--- config.mk ---
export PLATFORM = sky130hd
export DESIGN_NAME = ezl_device_flat
export DESIGN_NICKNAME = d
export VERILOG_FILES = /design/src/hw/ezl_pkg.sv /design/src/hw/ezl_link_if.sv /design/src/hw/ezl_device.sv /design/src/flat_wrapper.sv
export SDC_FILE = /design/constraint.sdc
export NUM_CORES = 1
export LEC_CHECK = 0
export BUFFER_PORTS_ARGS = -buffer_cell sky130_fd_sc_hd__buf_2
export CAP_MARGIN = 20
export CORE_UTILIZATION = 25
export DETAILED_ROUTE_END_ITERATION = 6
export PLACE_DENSITY = 0.4
export RECOVER_POWER = 25
export SKIP_LAST_GASP = 1
export SYNTH_ARGS = -nofsm -noshare
export SYNTH_HDL_FRONTEND = slang
export SYNTH_SLANG_ARGS = --single-unit
--- constraint.sdc ---
create_clock -name pclk -period 3.4 [get_ports pclk]
set_clock_uncertainty 0.1 [all_clocks]
set_input_delay 0 -clock pclk [delete_from_list [all_inputs] [get_ports pclk]]
set_output_delay 0 -clock pclk [all_outputs]
set_load 0.1 [all_outputs]
--- src/hw/ezl_pkg.sv ---
// constants shared by both ends of the zone-lock link and the host register map
// assumes a single 10 MHz clock on both ends
package ezl_pkg;

  ////////////////////////////////////////////////////////////////////////////
  // command opcodes in the upper nibble of the device address byte
  localparam logic [3:0] OP_ZONE   = 4'h7;
  localparam logic [3:0] OP_FREEZE = 4'h1;
  localparam logic [3:0] OP_MEM    = 4'ha;

  // zone lock addresses, one-hot so the low nibble doubles as a zone mask
  localparam logic [3:0] ZONE0_LOCK_ADDR = 4'h1;
  localparam logic [3:0] ZONE1_LOCK_ADDR = 4'h2;
  localparam logic [3:0] ZONE2_LOCK_ADDR = 4'h4;
  localparam logic [3:0] ZONE3_LOCK_ADDR = 4'h8;
  localparam int unsigned ZONES          = 4;
  localparam int unsigned ZONE_SIZE_BITS = 256;
  localparam int unsigned ZONE_SEL_MSB   = 6;
  localparam int unsigned ZONE_SEL_LSB   = 5;

  // fixed data bytes
  localparam logic [7:0] LOCK_SET_BYTE   = 8'hff;
  localparam logic [7:0] FRZ_ADDR_BYTE   = 8'h55;
  localparam logic [7:0] FRZ_DATA_BYTE   = 8'haa;
  localparam logic [7:0] RD_LOCKED_BYTE  = 8'hff;
  localparam logic [7:0] RD_UNLOCK_BYTE  = 8'h00;

  ////////////////////////////////////////////////////////////////////////////
  // timing
  localparam int unsigned CLK_PERIOD_NS            = 100;
  localparam int unsigned NV_WRITE_CYCLE_TIME_MS   = 5;
  localparam int unsigned NV_WRITE_CYCLES          = NV_WRITE_CYCLE_TIME_MS * 1000000 / CLK_PERIOD_NS;
  localparam int unsigned LINE_DISCHARGE_TIME_US   = 150;
  localparam int unsigned LINE_DISCHARGE_CYCLES    = (LINE_DISCHARGE_TIME_US * 1000 + CLK_PERIOD_NS - 1)
                                                     / CLK_PERIOD_NS;
  localparam int unsigned CNT_W                    = 20;

  ////////////////////////////////////////////////////////////////////////////
  // host register map (apb, byte addresses)
  localparam logic [11:0] CTRL_OFFSET   = 12'h000;
  localparam logic [11:0] STATUS_OFFSET = 12'h004;
  // ctrl fields
  localparam int unsigned CTRL_CMD_LSB  = 0;
  localparam int unsigned CTRL_ZONE_LSB = 2;
  localparam int unsigned CTRL_GO_BIT   = 4;
  localparam int unsigned CTRL_CA_LSB   = 5;
  // status fields
  localparam int unsigned ST_BUSY_BIT   = 0;
  localparam int unsigned ST_DONE_BIT   = 1;
  localparam int unsigned ST_NACK_BIT   = 2;
  localparam int unsigned ST_DATA_LSB   = 8;

  // host commands
  localparam logic [1:0] CMD_READ   = 2'h0;
  localparam logic [1:0] CMD_SET    = 2'h1;
  localparam logic [1:0] CMD_FREEZE = 2'h2;
  localparam logic [1:0] CMD_ABORT  = 2'h3;

endpackage

--- src/hw/ezl_link_if.sv ---
// byte-level view of the single-wire link between host and zone-lock device
// assumes both ends share pclk; bit framing is outside this block
`timescale 1ns/1ns
`default_nettype none
interface ezl_link_if;
  // host to device
  logic       start;
  logic       stop;
  logic       byte_valid;
  logic [7:0] byte_data;
  logic       rd_req;
  logic       line_low;
  // device to host
  logic       ack_valid;
  logic       ack;
  logic       rd_valid;
  logic [7:0] rd_data;

  modport dev  (input start, stop, byte_valid, byte_data, rd_req, line_low,
                output ack_valid, ack, rd_valid, rd_data);
  modport host (output start, stop, byte_valid, byte_data, rd_req, line_low,
                input ack_valid, ack, rd_valid, rd_data);
endinterface
`default_nettype wire

--- src/hw/ezl_device.sv ---
// zone-lock logic of the serial eeprom: lock read, lock set, freeze, write guard
// assumes the host end keeps the link rules; nv cells sit outside and are
// preloaded through nv_*_init, which are sampled once after reset release
//
// What this block does
// - four independent 256-bit zones, any combination lockable
// - zones 0-3 map to lock addresses 1,2,4,8
// - lock 0 writable, lock 1 permanently read-only
// - lock bits live in nonvolatile storage
// - lock bit only goes 0 to 1
// - opcode 7 write-direction address byte acked
// - lock address upper nibble ignored, acked
// - repeated-start read returns 00h or FFh
// - set lock: opcode 7, address, FFh acked unless frozen
// - stop after FFh starts write; earlier aborts
// - silent until write cycle time elapses
// - host avoids line low during write cycle; abort command pulls it low
// - freeze opcode acked unless already frozen
// - freeze needs 55h then AAh, else nack
// - stop after AAh freezes; earlier aborts
// - after freeze, lock bits never change
// - host leaves line released during freeze write; abort command pulls it low
// - write into locked zone: data nacked, no write
//
// Local design decision: the APB interface to the registers.
`timescale 1ns/1ns
`default_nettype none
module ezl_device #(
  parameter int unsigned WR_CYCLES = ezl_pkg::NV_WRITE_CYCLES
) (
  // clock and reset
  input  wire logic       pclk,
  input  wire logic       presetn,
  input  wire logic       ce,
  // link
  ezl_link_if.dev         link,
  // strap and nonvolatile cells
  input  wire logic [2:0] client_addr,
  input  wire logic [3:0] nv_lock_init,
  input  wire logic       nv_frozen_init,
  output logic      [3:0] nv_lock,
  output logic            nv_frozen,
  output logic            nv_busy,
  // array write port
  output logic            mem_wr,
  output logic      [6:0] mem_addr,
  output logic      [7:0] mem_data
);

  typedef enum {D_LOAD, D_IDLE, D_CMD, D_ZADDR, D_ZDATA, D_ZARMED, D_ZREAD,
                D_FADDR, D_FDATA, D_FARMED, D_MADDR, D_MDATA, D_BUSY} ezl_dstate_e;

  ezl_dstate_e state_q, state_d;
  logic [3:0]  lock_q;
  logic        frozen_q;
  logic [3:0]  zmask_q;
  logic        zvalid_q;
  logic        frz_pend_q;
  logic [6:0]  maddr_q;
  logic [ezl_pkg::CNT_W-1:0] cnt_q;
  logic        ack_valid_q, ack_q, rd_valid_q;
  logic [7:0]  rd_data_q;
  logic        mem_wr_q;
  logic [7:0]  mem_data_q;

  ////////////////////////////////////////////////////////////////////////////
  // byte decode
  wire [3:0] b_op      = link.byte_data[7:4];
  wire [2:0] b_ca      = link.byte_data[3:1];
  wire       b_rd      = link.byte_data[0];
  wire       ca_hit    = b_ca == client_addr;
  wire [3:0] b_zone    = link.byte_data[3:0];
  wire       zaddr_ok  = b_zone == ezl_pkg::ZONE0_LOCK_ADDR || b_zone == ezl_pkg::ZONE1_LOCK_ADDR
                      || b_zone == ezl_pkg::ZONE2_LOCK_ADDR || b_zone == ezl_pkg::ZONE3_LOCK_ADDR;
  wire       is_zone_w = ca_hit && b_op == ezl_pkg::OP_ZONE && !b_rd;
  wire       is_zone_r = ca_hit && b_op == ezl_pkg::OP_ZONE && b_rd;
  wire       is_frz    = ca_hit && b_op == ezl_pkg::OP_FREEZE && !b_rd;
  wire       is_mem_w  = ca_hit && b_op == ezl_pkg::OP_MEM && !b_rd;
  wire [1:0] mzone     = maddr_q[ezl_pkg::ZONE_SEL_MSB:ezl_pkg::ZONE_SEL_LSB];
  wire       mlocked   = lock_q[mzone];
  wire       zlocked   = |(lock_q & zmask_q);
  wire       cyc_done  = cnt_q == ezl_pkg::CNT_W'(WR_CYCLES - 1);
  wire       busy      = state_q == D_BUSY;
  wire       bv        = link.byte_valid && !busy && state_q != D_LOAD;

  // ack answer for the byte in this cycle, by state
  logic ack_now;
  always_comb
  begin
    ack_now = 1'b0;
    case (state_q)
      D_CMD:   ack_now = is_zone_w || (is_zone_r && zvalid_q) || (is_frz && !frozen_q) || is_mem_w;
      D_ZADDR: ack_now = zaddr_ok;
      D_ZDATA: ack_now = link.byte_data == ezl_pkg::LOCK_SET_BYTE && !frozen_q;
      D_FADDR: ack_now = link.byte_data == ezl_pkg::FRZ_ADDR_BYTE;
      D_FDATA: ack_now = link.byte_data == ezl_pkg::FRZ_DATA_BYTE;
      D_MADDR: ack_now = 1'b1;
      D_MDATA: ack_now = !mlocked;
      default: ack_now = 1'b0;
    endcase
  end

  ////////////////////////////////////////////////////////////////////////////
  // sequence
  always_comb
  begin
    state_d = state_q;
    case (state_q)
      D_LOAD:
        state_d = D_IDLE;
      D_BUSY:
        if (cyc_done || link.line_low)
          state_d = D_IDLE;
      default:
        if (link.start)
          state_d = D_CMD;
        else if (link.stop)
          // only an armed sequence survives its stop; all others abort
          state_d = state_q == D_ZARMED || state_q == D_FARMED ? D_BUSY : D_IDLE;
        else if (bv && !ack_now)
          state_d = D_IDLE;
        else if (bv)
        begin
          case (state_q)
            D_CMD:
              if (is_zone_w)
                state_d = D_ZADDR;
              else if (is_zone_r)
                state_d = D_ZREAD;
              else if (is_frz)
                state_d = D_FADDR;
              else
                state_d = D_MADDR;
            D_ZADDR: state_d = D_ZDATA;
            D_ZDATA: state_d = D_ZARMED;
            D_FADDR: state_d = D_FDATA;
            D_FDATA: state_d = D_FARMED;
            D_MADDR: state_d = D_MDATA;
            D_MDATA: state_d = D_IDLE;
            default: state_d = state_q;
          endcase
        end
    endcase
  end

  ////////////////////////////////////////////////////////////////////////////
  // state and nonvolatile image
  always_ff @(posedge pclk or negedge presetn)
  begin
    if (!presetn)
      state_q <= D_LOAD;
    else if (ce)
      state_q <= state_d;
  end

  // cells are cleared by reset and reloaded from nv in the first cycle after its release
  always_ff @(posedge pclk or negedge presetn)
  begin
    if (!presetn)
    begin
      lock_q   <= 4'h0;
      frozen_q <= 1'b0;
    end
    else if (ce && state_q == D_LOAD)
    begin
      lock_q   <= nv_lock_init;
      frozen_q <= nv_frozen_init;
    end
    else if (ce && busy && cyc_done && !link.line_low)
    begin
      // an interrupted cycle commits nothing
      if (frz_pend_q)
        frozen_q <= 1'b1;
      else if (!frozen_q)
        lock_q <= lock_q | zmask_q;
    end
  end

  always_ff @(posedge pclk or negedge presetn)
  begin
    if (!presetn)
      cnt_q <= '0;
    else if (ce)
      cnt_q <= busy ? cnt_q + 1'b1 : '0;
  end

  // the lock address is kept across a repeated start for the status read
  always_ff @(posedge pclk or negedge presetn)
  begin
    if (!presetn)
    begin
      zmask_q    <= 4'h0;
      zvalid_q   <= 1'b0;
      frz_pend_q <= 1'b0;
      maddr_q    <= 7'h00;
    end
    else if (ce)
    begin
      if (link.stop && !busy)
        zvalid_q <= 1'b0;
      else if (bv && state_q == D_ZADDR)
      begin
        zmask_q  <= b_zone;
        zvalid_q <= zaddr_ok;
      end
      if (bv && state_q == D_CMD)
        frz_pend_q <= is_frz;
      if (bv && state_q == D_MADDR)
        maddr_q <= link.byte_data[6:0];
    end
  end

  ////////////////////////////////////////////////////////////////////////////
  // link answers and array write
  always_ff @(posedge pclk or negedge presetn)
  begin
    if (!presetn)
    begin
      ack_valid_q <= 1'b0;
      ack_q       <= 1'b0;
      rd_valid_q  <= 1'b0;
      rd_data_q   <= 8'h00;
      mem_wr_q    <= 1'b0;
      mem_data_q  <= 8'h00;
    end
    else if (ce)
    begin
      ack_valid_q <= bv && !link.start && !link.stop && state_q != D_IDLE && state_q != D_ZREAD
                     && state_q != D_ZARMED && state_q != D_FARMED;
      ack_q       <= ack_now;
      rd_valid_q  <= state_q == D_ZREAD && link.rd_req && !link.start && !link.stop;
      if (state_q == D_ZREAD && link.rd_req)
        rd_data_q <= zlocked ? ezl_pkg::RD_LOCKED_BYTE : ezl_pkg::RD_UNLOCK_BYTE;
      mem_wr_q    <= bv && state_q == D_MDATA && !mlocked && !link.start && !link.stop;
      if (bv && state_q == D_MDATA)
        mem_data_q <= link.byte_data;
    end
  end

  assign link.ack_valid = ack_valid_q;
  assign link.ack       = ack_q;
  assign link.rd_valid  = rd_valid_q;
  assign link.rd_data   = rd_data_q;
  assign nv_lock        = lock_q;
  assign nv_frozen      = frozen_q;
  assign nv_busy        = busy;
  assign mem_wr         = mem_wr_q;
  assign mem_addr       = maddr_q;
  assign mem_data       = mem_data_q;

endmodule
`default_nettype wire

--- src/flat_wrapper.sv ---
// flat-port wrapper written by rule: the top's interface ports become plain ports
module ezl_device_flat 
#(
  parameter int unsigned WR_CYCLES = ezl_pkg::NV_WRITE_CYCLES
)
  (pclk, presetn, ce, client_addr, nv_lock_init, nv_frozen_init, nv_lock, nv_frozen, nv_busy, mem_wr, mem_addr, mem_data, link_start, link_stop, link_byte_valid, link_byte_data, link_rd_req, link_line_low, link_ack_valid, link_ack, link_rd_valid, link_rd_data);
  ezl_link_if link_i ();
  input  wire logic pclk;
  input  wire logic presetn;
  input  wire logic ce;
  input  wire logic [2:0] client_addr;
  input  wire logic [3:0] nv_lock_init;
  input  wire logic nv_frozen_init;
  output logic      [3:0] nv_lock;
  output logic nv_frozen;
  output logic nv_busy;
  output logic mem_wr;
  output logic      [6:0] mem_addr;
  output logic      [7:0] mem_data;
  input wire logic [$bits(link_i.start)-1:0] link_start;
  input wire logic [$bits(link_i.stop)-1:0] link_stop;
  input wire logic [$bits(link_i.byte_valid)-1:0] link_byte_valid;
  input wire logic [$bits(link_i.byte_data)-1:0] link_byte_data;
  input wire logic [$bits(link_i.rd_req)-1:0] link_rd_req;
  input wire logic [$bits(link_i.line_low)-1:0] link_line_low;
  output wire logic [$bits(link_i.ack_valid)-1:0] link_ack_valid;
  output wire logic [$bits(link_i.ack)-1:0] link_ack;
  output wire logic [$bits(link_i.rd_valid)-1:0] link_rd_valid;
  output wire logic [$bits(link_i.rd_data)-1:0] link_rd_data;
  assign link_i.start = link_start;
  assign link_i.stop = link_stop;
  assign link_i.byte_valid = link_byte_valid;
  assign link_i.byte_data = link_byte_data;
  assign link_i.rd_req = link_rd_req;
  assign link_i.line_low = link_line_low;
  assign link_ack_valid = link_i.ack_valid;
  assign link_ack = link_i.ack;
  assign link_rd_valid = link_i.rd_valid;
  assign link_rd_data = link_i.rd_data;
  ezl_device #(.WR_CYCLES(WR_CYCLES)) u_core (.pclk(pclk), .presetn(presetn), .ce(ce), .link(link_i), .client_addr(client_addr), .nv_lock_init(nv_lock_init), .nv_frozen_init(nv_frozen_init), .nv_lock(nv_lock), .nv_frozen(nv_frozen), .nv_busy(nv_busy), .mem_wr(mem_wr), .mem_addr(mem_addr), .mem_data(mem_data));
endmodule
After elaboration in Yosys (flattened, before gate mapping)

Index checks and enable logic that the tools add are counted.

Add/sub/neg operators: 1
$lt $le $gt $ge: 1
Equality and inequality tests: 35
Muxes and demuxes: 25
Bitwise gates (word level): 3
Reductions and logical operators: 68

Operators by type and width:

| cell                  | number |
|---|---|
| $mux 32               | 7 |
| $pmux 32 s7           | 1 |
| $eq 32x4->1 const B   | 6 |
| $eq 32x3->1 const B   | 4 |
| $eq 32x5->1 const B   | 4 |
| $eq 32x2->1 const B   | 2 |
| $logic_not 32->1      | 2 |
| $ne 32x4->1 const B   | 2 |
| $pmux 32 s2           | 1 |
| $logic_and 1x1->1     | 34 |
| $ne 32x2->1 const B   | 1 |
| $ne 32x5->1 const B   | 1 |
| $reduce_bool 32->1    | 1 |
| $mux 4                | 6 |
| $add 20x1->20 const B | 1 |
| $eq 20x16->1 const B  | 1 |
| $mux 20               | 1 |
| $eq 8x8->1 const B    | 2 |
| $reduce_and 2->1      | 6 |
| $reduce_bool 12->1    | 1 |
| $eq 4x1->1 const B    | 2 |
| $eq 4x3->1 const B    | 2 |
| $eq 4x4->1 const B    | 2 |
| $eq 8x7->1 const B    | 1 |
| other kinds (19)      | 42 |

Register bits after elaboration: 90
Bits of input ports: 24
Output and inout bits: 33
Logic and storage cells: 147

Longest topological paths before layout

Gate-level depths: netlist of run 1.

Depth in word-level cells: 14
Gate-level depth with buffers: 9
Mapped depth without buffers: 7

Least setup slack after synthesis of run 1

No wires, ideal clock.

Path kind: flip-flop to flip-flop
From: register u_core.maddr_q[5], in the netlist u_core.mem_addr[5]
To: register u_core.state_q[3]
Library setup time: 0.066 ns
Arrival time: 2.411 ns
Data required time: 3.234 ns
Path slack: 0.822 ns
Stages on the path, launching flop included: 6
Path buffers: 0
Period minus slack after synthesis: 2.578 ns
Cells stage by stage: dfrtp_1 > mux4_2 > nor3_2 > nor4b_4 > a2111oi_2 > a221o_1

Longest elaborated chain between the ends: 10
Elaborated cells between the ends (all ways): 13
Classes of those cells: mux: 7; reduce/logical: 6

Ends and longest elaborated chain:

| what                           | line              | RTL |
|---|---|---|
| start, declared                | ezl_device.sv:59  | `logic [6:0] maddr_q;` |
| start signal, assigned         | ezl_device.sv:209 | `maddr_q <= link.byte_data[6:0];` |
| $bmux 1 s2 *                   | ezl_device.sv:80  | `wire mlocked = lock_q[mzone];` |
| $mux 1 (implied by the code) * | ezl_device.sv:80  |  |
| $logic_not 1->1 *              | ezl_device.sv:98  | `D_MDATA: ack_now = !mlocked;` |
| $pmux 1 s7 *                   | ezl_device.sv:91  | `case (state_q)` |
| $logic_not 1->1 *              | ezl_device.sv:120 | `else if (bv && !ack_now)` |
| $logic_and 1x1->1 *            | ezl_device.sv:120 |  |
| $mux 32                        | ezl_device.sv:120 |  |
| $mux 32                        | ezl_device.sv:117 | `else if (link.stop)` |
| $mux 32                        | ezl_device.sv:115 | `if (link.start)` |
| $pmux 32 s2                    | ezl_device.sv:108 | `case (state_q)` |
| end signal, assigned           | ezl_device.sv:153 | `state_q <= state_d;` |
| end, declared                  | ezl_device.sv:53  | `ezl_dstate_e state_q, state_d;` |

Mark *: on every way between the ends. The rest lies on a longest branch, timed or not. The select of a mux whose other input is x is not followed.
A chain may end at the register's enable or synchronous reset.

Worst setup path after layout of run 1

From: register u_core.state_q[1]
To: register u_core.lock_q[2], in the netlist u_core.nv_lock[2]

Longest elaborated chain between the ends: 6
Elaborated cells between the ends (all ways): 11
Classes of those cells: eq/ne: 3; mux: 1; reduce/logical: 7

Ends and longest elaborated chain:

| what                               | line              | RTL |
|---|---|---|
| $eq 32x5->1                        | ezl_device.sv:83  | `wire busy = state_q == D_BUSY;` |
| $logic_and 1x1->1 (3 in a row)     | ezl_device.sv:169 | `else if (ce && busy && cyc_done && !link.line_low)` |
| $reduce_bool 2->1 (no source line) | -                 |  |
| $reduce_and 3->1 (no source line)  | -                 |  |
| end signal, assigned               | ezl_device.sv:166 | `lock_q <= nv_lock_init;` |
| end signal, assigned               | ezl_device.sv:175 | `lock_q <= lock_q \| zmask_q;` |
| end, declared                      | ezl_device.sv:54  | `logic [3:0] lock_q;` |

Parallel ways exist; a longest one is shown, timed or not.

==> results.yml, run 1 <==
cts:
  clk_latency_ps: 310
  cts_tree: "yes"
  cts_hold_buffers: 11
  clkSlewWorstSetupHoldPaths_ps: 80
  clock-sinks: 55
  clockBufferDepth: 2
  cts_resized: 0
  post_cts_buffers: 0
  clockRootBuffer: "clkbuf_16"
  cts-htree-levels: 2
  numCtsBuffers: 5
synthesis:
  ys_top_cells_by_area: "dfrtp_1 42%, mux2_2 6.5%, nor2_1 4.4%"
  yosysTopAreaCellShare: 0.417
  synth_nets: 367
  synth-seq-cells: 55
  synth_area_sq_mm: 0.00330
  synth_top_flop_cell: "dfrtp_1"
  synth_most_common_cell: "dfrtp_1"
  ys_async_sr_fraction: 1.00
  syn_area_per_cell_sq_um: 9.64
  synthDistinctLibCells: 64
  yosysTopAreaCell: "dfrtp_1"
  synth_edf_count: 0
  ys_seq_area_frac: 0.417
  netlist_top_cells_count: "55 x dfrtp_1, 39 x nor2_1, 23 x nand2_1, 23 x o21ai_0"
  yosysWarnings: 0
  syn_inst: 342
drt:
  wl_per_cell_um: 16.3
  viasPerCell: 4.87
  postRouteAntennaNets: 0
  dr.pass1.iters: 4
  drc_errors: 0
  vias: 2756
  dr.first_iter.drc_count: 156
  routed_wl_mm: 9.21
grt:
  first_global_vias: 2727
  antenna_found_initial: 0
  track_usage: 0.144
  grt_overflow: 0
  grt_max_degree: 43
  grt_pass1_wl_mm: 15.0
sta:
  fin_crit_ps: 2720
  finalSetupTns_ps: 0
  rsz0062_at_grt: "false"
  timing.fmax_ghz: 0.368
  fin_crit_sh: 0.799
  setup_viol: 0
  relSlewSlack: -0.247
  max_slew.worst_pin.slew_ps: 1870
  slew_viol_final: 34
  finalHoldViolCount: 0
placement:
  place_area_sq_mm: 0.00362
  dp_hpwl_mm: 6.63
  port_buffers: 56
  dpl.cell_count: 546
  gp_congestion: 0.782
cells_and_area:
  nNetsFinal: 418
  stdcell_count: 566
  fillCellCount: 1399
  fin_util: 0.305
  drive_gt1_frac: 0.259
  multi_input_area_sq_mm: 0.00171
  design_area_sq_mm: 0.00389
  diodes: 0
  seqCellArea_sq_mm: 0.00138
  area_growth_pct: 17.8
critical_path:
  cp_data_arrival_time_ps: 2840
  critPathMaxFanout: 14
  crit_type: "flip-flop to flip-flop"
  worstPathRequired_ps: 3530
  critPathCaptureType: "flip-flop"
  cp-start-kind: "flip-flop"
  r2r_slack_ps: 680
pwr:
  p_leak_nw: 1.66
  switchingPower_mw: 1.92
  p_seq_frac: 0.294
  netSwitchingFraction: 0.558
  p_int_mw: 1.52
  powerDensity_mw_per_mm2: 884
  peakVddDrop_uv: 648
  power_mw: 3.44
  clkPwrFrac: 0.161
  p_comb_frac: 0.545
die:
  die_x_um: 117
  std_cell_rows: 41
  dieArea_sq_mm: 0.0137
  core_area_sq_mm: 0.0127
  io_pins: 57
  fp.dieH_um: 117
  initial_utilization: 0.259
outcome:
  status: "complete, but fails checks"
  failed_checks: "max-capacitance violations, max-slew violations"
min_path:
  min_path_type: "input pin to flip-flop"
job:
  cap_violations: 1
[sequential cells by signal (all words and copies together) (netlist names), 4 cells and up]
name	flops
u_core.zmask_q	4
u_core.mem_addr	7
u_core.cnt_q	20
u_core.mem_data	8
u_core.state_q	4
u_core.nv_lock	4
[per-layer routing]
| metal | GRT usage | vias to the layer above | part of all wire |
|---|---|---|---|
| met4 | 0.0405 | 0 | 0.012 |
| met1 | 0.204 | 1332 | 0.51 |
| met3 | 0.0273 | 9 | 0.041 |
| met2 | 0.221 | 63 | 0.44 |
| li1 | - | 1352 | - |
| met5 | 0 | - | 0 |
[power by group through the flow]
stage,clock network (mW),registers (mW),logic (mW)
floorplan,0,1.82,0.810
global placement,0,1.02,1.89
detailed placement,0,1.02,1.87
CTS,0.572,1.01,1.89
global route,0.601,1.05,1.97
finish,0.555,1.01,1.87
[critical path, stage by stage (launching register included)]
cell and delay (ps):
dfrtp_1 530, nor2_1 340, nand2_1 410, inv_2 280, nand2_1 240, nor3_2 460, a311oi_1 160, nor2_1 120
[worst paths after layout]
kind	start	to	cells after the start
worst max-delay path	u_core.state_q[1]	u_core.nv_lock[2]	7
worst min-delay path	link_byte_data[6]	u_core.mem_data[6]	2
worst max register to register	u_core.state_q[1]	u_core.nv_lock[2]	7
worst min register to register	u_core.mem_data[0]	u_core.mem_data[0]	1
max in group asynchronous	presetn	u_core.zmask_q[0]	4
min in group asynchronous	presetn	u_core.state_q[1]	2
[placed cells by master (no fill, tap or decap), drive strengths merged, types with 7 or more instances in the layout]
master	count
mux2	19
nand3	19
o21ai	24
dlygate4sd3	11
clkbuf	8
a21oi	15
nor3	14
and3	8
inv	9
nor2	39
buf	56
nand2	23
dfrtp	55
xnor2	7
[cells by family (layout without fill, tap and decap cells)]
kind of cell             after synthesis  after routing  share of synthesized area
AND/OR/NAND/NOR                      139            139                      0.234
buffers and inverters                 34             86                     0.0656
multiplexers                          24             24                     0.0838
adder cells (fa/ha/maj)                1              1                    0.00379
AO/OA/AOI/OAI                         77             77                      0.164
flip-flops                            55             55                      0.417
XOR/XNOR                              12             12                     0.0319
[metrics by stage]
stage,setup slack [ps],hold WS [ps]
2_1_floorplan,822,-396
3_3_place_gp,876,131
3_5_place_dp,721,144
4_1_cts,708,7.77
5_1_grt,360,20.1
6_report,685,0.301
[area by class of cell]
cell class                      instances  area share
Clock buffer                            6      0.0357
Clock inverter                          2     0.00419
Inverter                                9     0.00869
Multi-Input combinational cell        253       0.439
Sequential cell                        55       0.354
Tap cell                              172      0.0554
Timing Repair Buffer                   69       0.103
Note: power is estimated with default switching activity, not from simulation.
==> run 2, diff against run 1 <==
Settings changed: PLACE_DENSITY 0.4 to 0.41.
Clock period 3.4 ns to 2.3 ns, I/O delays scaled along.
==> run 2 against run 1 <==
Compared with the run above:
- the run ends with negative hold slack left
- global-route usage is 0.15 points lower
- register-to-register slack worse by 570 ps
- critical path type unchanged
- clock-buffer cell count is 1 lower
- fmax is 24% higher
- sequential cell count stayed put
- die area stayed put
- clock power is 59% higher
- worst setup slack worse by 570 ps
- via count is 1.2% higher
- critical path depth is 1 lower
- largest cell class unchanged
==> results.yml, run 2 (synthesized netlist as in run 1, its figures left out) <==
critical_path:
  r2r_slack_ps: 120
  reg2reg_depth: 6
  critPathMaxFanout: 8
  cp-start-kind: "flip-flop"
  crit_type: "flip-flop to flip-flop"
  r2r-start: "u_core.state_q[2]"
  cp-startpoint: "u_core.state_q[2]"
  cp_data_arrival_time_ps: 2320
  r2r-end: "u_core.state_q[3]"
  worstPathRequired_ps: 2430
  critPathCaptureType: "flip-flop"
min_path:
  min_path_type: "input pin to flip-flop"
  whs_endpoint: "u_core.link.rd_data[6]"
  hp-start: "link_rd_req"
  holdPathStages: 3
pwr:
  powerDensity_mw_per_mm2: 1300
  p_leak_nw: 1.75
  peakVddDrop_uv: 1310
cells_and_area:
  top_register: "u_core.cnt_q"
  area_growth_pct: 22.9
  design_area_sq_mm: 0.00405
  diodes: 0
  drive_gt1_frac: 0.311
  fin_util: 0.319
  nNetsFinal: 435
  final_cell_mix: "56 x buf_2, 47 x dfrtp_1, 39 x nor2_1"
  final_common_cell: "buf_2"
  largest_reg_flops: 20
sta:
  max_slew.worst_pin.slew_ps: 1450
  fin_ws_ps: 116
  slew_viol_final: 0
  timing.fmax_ghz: 0.458
  relSlewSlack: 0.0305
  setup_viol: 0
  holdWs_ps: -32.9
  fin_crit_ps: 2180
  rsz0062_at_grt: "false"
  fin_crit_sh: 0.949
  finalHoldViolCount: 1
  finalSetupTns_ps: 0
drt:
  vias: 2790
  viasPerCell: 4.79
  dr.first_iter.drc_count: 179
  drc_errors: 0
  dr.pass1.iters: 4
  postRouteAntennaNets: 0
  routed_wl_mm: 9.18
  wl_per_cell_um: 15.7
cts:
  cts_tree: "yes"
  cts-htree-levels: 2
  numCtsBuffers: 5
  clockRootBuffer: "clkbuf_16"
  clkSlewWorstSetupHoldPaths_ps: 70
  clock-sinks: 55
  clk_latency_ps: 300
  clockBufferDepth: 2
die:
  std_cell_rows: 41
  fp.dieH_um: 117
  io_pins: 57
  initial_utilization: 0.259
  dieArea_sq_mm: 0.0137
  die_x_um: 117
  core_area_sq_mm: 0.0127
grt:
  track_usage: 0.142
  grt_pass1_wl_mm: 14.8
  top_usage_layer: "met2"
  antenna_found_initial: 0
  gr-usage-met1: 0.201
  grt_util_met2: 0.227
  met3_usage: 0.0257
  grt_overflow: 0
  first_global_vias: 2800
  grt_max_degree: 56
placement:
  place_ws_ps: 141
  place_area_sq_mm: 0.00374
  dp_hpwl_mm: 6.58
  port_buffers: 56
  gp_congestion: 0.840
outcome:
  failed_checks: "negative hold slack"
  status: "complete, but fails checks"
job:
  cap_violations: 0
## run 2: worst max-delay path by stage
stage	end	slack (ps)	depth (start not counted)
4_1_cts	u_core.link.rd_valid	120	5
5_1_grt	u_core.state_q[3]	10	6
6_report	u_core.state_q[3]	120	6
3_3_place_gp	u_core.state_q[1]	170	6
3_5_place_dp	u_core.state_q[2]	140	5
2_1_floorplan	u_core.state_q[3]	10	5
## run 2: cell type report
cell class | count | area (sq um)
Multi-Input combinational cell | 253 | 1710
Sequential cell | 55 | 1390
Inverter | 9 | 36.3
Clock inverter | 3 | 43.8
Fill cell | 1384 | 8670
Timing Repair Buffer | 86 | 536
Clock buffer | 5 | 125
Tap cell | 172 | 215
## run 2: repair_timing
| action | in CTS | in global routing |
|---|---|---|
| hold endpoints to repair | 69 | 0 |
| gates resized for setup | 0 | 2 |
| hold buffers | 13 | 0 |
| setup endpoints to repair | 0 | 3 |
| setup buffers | 0 | 1 |
## run 2: power breakdown
| group | total (mW) | internal [mW] | switching (mW) |
|---|---|---|---|
| Clock | 0.883 | 0.515 | 0.368 |
| Combinational | 2.93 | 0.673 | 2.25 |
| Sequential | 1.45 | 1.22 | 0.223 |
## run 2: stage by stage
| step | hold WS (ps) | cells | power [mW] |
|---|---|---|---|
| 3_5_place_dp | 115 | 561 | 4.37 |
| 5_1_grt | 22.7 | 583 | 5.52 |
| 4_1_cts | 38.4 | 582 | 5.30 |
| 3_3_place_gp | 107 | 561 | 4.38 |
| 6_report | -32.9 | 583 | 5.25 |
| 2_1_floorplan | -396 | 342 | 3.90 |
## run 2: metal layers
metal	share of wire	routed length, um
met1	0.51	4710
met2	0.44	4020
met3	0.042	383
met4	0.0069	63
met5	0	0
## run 2: critical path: stages (launching register included)
cell       delay (ps)
dfrtp_1           490
buf_4             220
nor3_1            380
a211oi_2          120
nor4b_4           170
a2111oi_2         440
a221o_1           200
==> run 3, diff against run 2 <==
Settings changed: ABC_AREA set to 1.
==> run 3 against run 2 <==
Compared with the run above:
- the flow now finishes without violations
- sequential power down 4%
- synthesized area down 2.4%
- sequential cell count unchanged
- via count up 5.6%
- worst setup slack better by 200 ps
- clock power down 1%
- clock-buffer cell count up 1
- power down 7.2%
- first-iteration DRC count down 36%
- hold slack better by 51 ps
- fmax up 10%
- global-route usage about the same
- critical path type unchanged
- critical endpoint is now u_core.cnt_q[16]
- highest routed layer unchanged
==> results.yml, run 3 <==
sta:
  fin_crit_ps: 1980
  max_slew.worst_pin.slew_ps: 1170
  finalSetupTns_ps: 0
  finalHoldViolCount: 0
  relSlewSlack: 0.224
  setup_viol: 0
  rsz0062_at_grt: "false"
  timing.fmax_ghz: 0.504
  slew_viol_final: 0
  fin_crit_sh: 0.862
pwr:
  netSwitchingFraction: 0.557
  peakVddDrop_uv: 827
  p_int_mw: 2.16
  switchingPower_mw: 2.72
  p_leak_nw: 1.90
  clkPwrFrac: 0.178
  p_comb_frac: 0.537
  powerDensity_mw_per_mm2: 1220
  p_seq_frac: 0.285
critical_path:
  r2r_slack_ps: 320
  crit_type: "flip-flop to flip-flop"
  critPathCaptureType: "flip-flop"
  r2r-start: "u_core.cnt_q[0]"
  r2r-end: "u_core.cnt_q[16]"
  worstPathRequired_ps: 2380
  reg2reg_depth: 10
  cp-start-kind: "flip-flop"
  critPathMaxFanout: 4
  cp_data_arrival_time_ps: 2070
cells_and_area:
  fillCellCount: 1401
  drive_gt1_frac: 0.196
  largest_reg_flops: 20
  seqCellArea_sq_mm: 0.00138
  stdcell_count: 682
  final_common_cell: "nand2_1"
  area_growth_pct: 24.1
  final_cell_mix: "96 x nand2_1, 70 x nor2_1, 55 x dfrtp_1"
  nNetsFinal: 535
  diodes: 0
  multi_input_area_sq_mm: 0.00153
  top_register: "u_core.cnt_q"
drt:
  wl_per_cell_um: 12.8
  vias: 2947
  dr.first_iter.drc_count: 115
  postRouteAntennaNets: 0
  routed_wl_mm: 8.73
  viasPerCell: 4.32
  drc_errors: 0
  dr.pass1.iters: 4
min_path:
  holdPathStages: 3
  whs_endpoint: "u_core.mem_addr[1]"
  min_path_type: "input pin to flip-flop"
  hp-start: "link_byte_data[1]"
placement:
  gp_congestion: 0.800
  port_buffers: 56
  dp_hpwl_mm: 6.69
  dpl.cell_count: 658
cts:
  clkSlewWorstSetupHoldPaths_ps: 70
  clockBufferDepth: 2
  cts-htree-levels: 2
  clockRootBuffer: "clkbuf_16"
  clk_latency_ps: 290
  cts_tree: "yes"
  cts_resized: 0
  clock-sinks: 55
  numCtsBuffers: 5
synthesis:
  synth_edf_count: 0
  yosysTopAreaCell: "dfrtp_1"
  syn_inst: 437
  synthDistinctLibCells: 43
  ys_top_cells_by_area: "dfrtp_1 43%, nand2_1 11%, nor2_1 8.2%"
  yosysTopAreaCellShare: 0.428
  yosysWarnings: 0
  syn_area_per_cell_sq_um: 7.37
  ys_seq_area_frac: 0.428
  netlist_top_cells_count: "96 x nand2_1, 70 x nor2_1, 55 x dfrtp_1"
  synth_nets: 462
  synth_top_flop_cell: "dfrtp_1"
  synth_area_sq_mm: 0.00322
  synth-seq-cells: 55
  ys_async_sr_fraction: 1.00
  synth_most_common_cell: "nand2_1"
grt:
  grt_overflow: 0
  track_usage: 0.142
  first_global_vias: 2914
  grt_pass1_wl_mm: 14.5
  antenna_found_initial: 0
  grt_max_degree: 35
die:
  std_cell_rows: 41
  initial_utilization: 0.256
  fp.dieH_um: 115
  die_x_um: 115
  core_area_sq_mm: 0.0126
  dieArea_sq_mm: 0.0133
  io_pins: 57
outcome:
  status: "finished clean"
job:
  cap_violations: 0
==> run 3: critical path, stage by stage (launching register included) <==
cell,delay [ps]
dfrtp_1,390
ha_1,180
inv_1,50
nor3_1,270
nand3_1,170
nor2_1,170
nand3_1,90
inv_1,120
nand4_1,110
o21ai_0,170
a21oi_1,60
==> run 3: repair_timing <==
item | CTS | global route
endpoints found under the setup margin | 0 | 0
buffers inserted | 0 | 0
hold endpoints to repair | 55 | 0
hold buffers | 17 | 0
==> run 3: cell families after synthesis <==
family | count (synthesis) | share of synthesized area
simple gates | 232 | 0.329
compound gates | 72 | 0.128
fa+ha+maj | 1 | 0.00389
flops | 55 | 0.428
buf+inv | 72 | 0.0976
xor+xnor | 5 | 0.0136
==> run 3: power by group through the flow <==
stage	combinational [mW]	clock, mW	sequential [mW]
floorplan	0.936	0	2.67
global placement	2.62	0	1.40
detailed placement	2.62	0	1.40
CTS	2.64	0.912	1.39
global route	2.78	0.933	1.43
finish	2.62	0.870	1.39
==> run 3: worst max-delay path by stage <==
stage | to | start
after floorplan | u_core.state_q[0] | u_core.mem_addr[5]
after global placement | u_core.nv_lock[0] | u_core.state_q[0]
after detailed placement | u_core.nv_lock[0] | u_core.state_q[0]
after CTS | u_core.nv_lock[0] | u_core.state_q[0]
after global routing | u_core.cnt_q[16] | u_core.cnt_q[0]
final | u_core.cnt_q[16] | u_core.cnt_q[0]
==> run 3: layout make-up <==
type,count,area share
timing repair buffer,79,0.122
multi-input combinational,310,0.383
clock buffer,6,0.0323
sequential,55,0.345
inverter,59,0.0567
tap,172,0.0539
clock inverter,1,0.00752
==> run 3: through the flow <==
| step | utilization | cell area [sq um] | worst slack, ps | power, mW | hold WS (ps) |
|---|---|---|---|---|---|
| 5_1_grt | 0.318 | 4000 | 65.4 | 5.15 | 51.2 |
| 3_5_place_dp | 0.292 | 3670 | 293 | 4.03 | 55.8 |
| 6_report | 0.318 | 4000 | 316 | 4.88 | 17.7 |
| 3_3_place_gp | 0.292 | 3670 | 305 | 4.02 | 76.3 |
| 4_1_cts | 0.318 | 4000 | 287 | 4.95 | 17.6 |
| 2_1_floorplan | - | 3220 | 158 | 3.61 | -396 |
==> run 3: metal layers <==
layer,share of wire,vias up,GRT usage
li1,-,1536,-
met1,0.50,1359,0.198
met2,0.46,42,0.227
met3,0.029,10,0.0235
met4,0.013,0,0.0424
met5,0,-,0
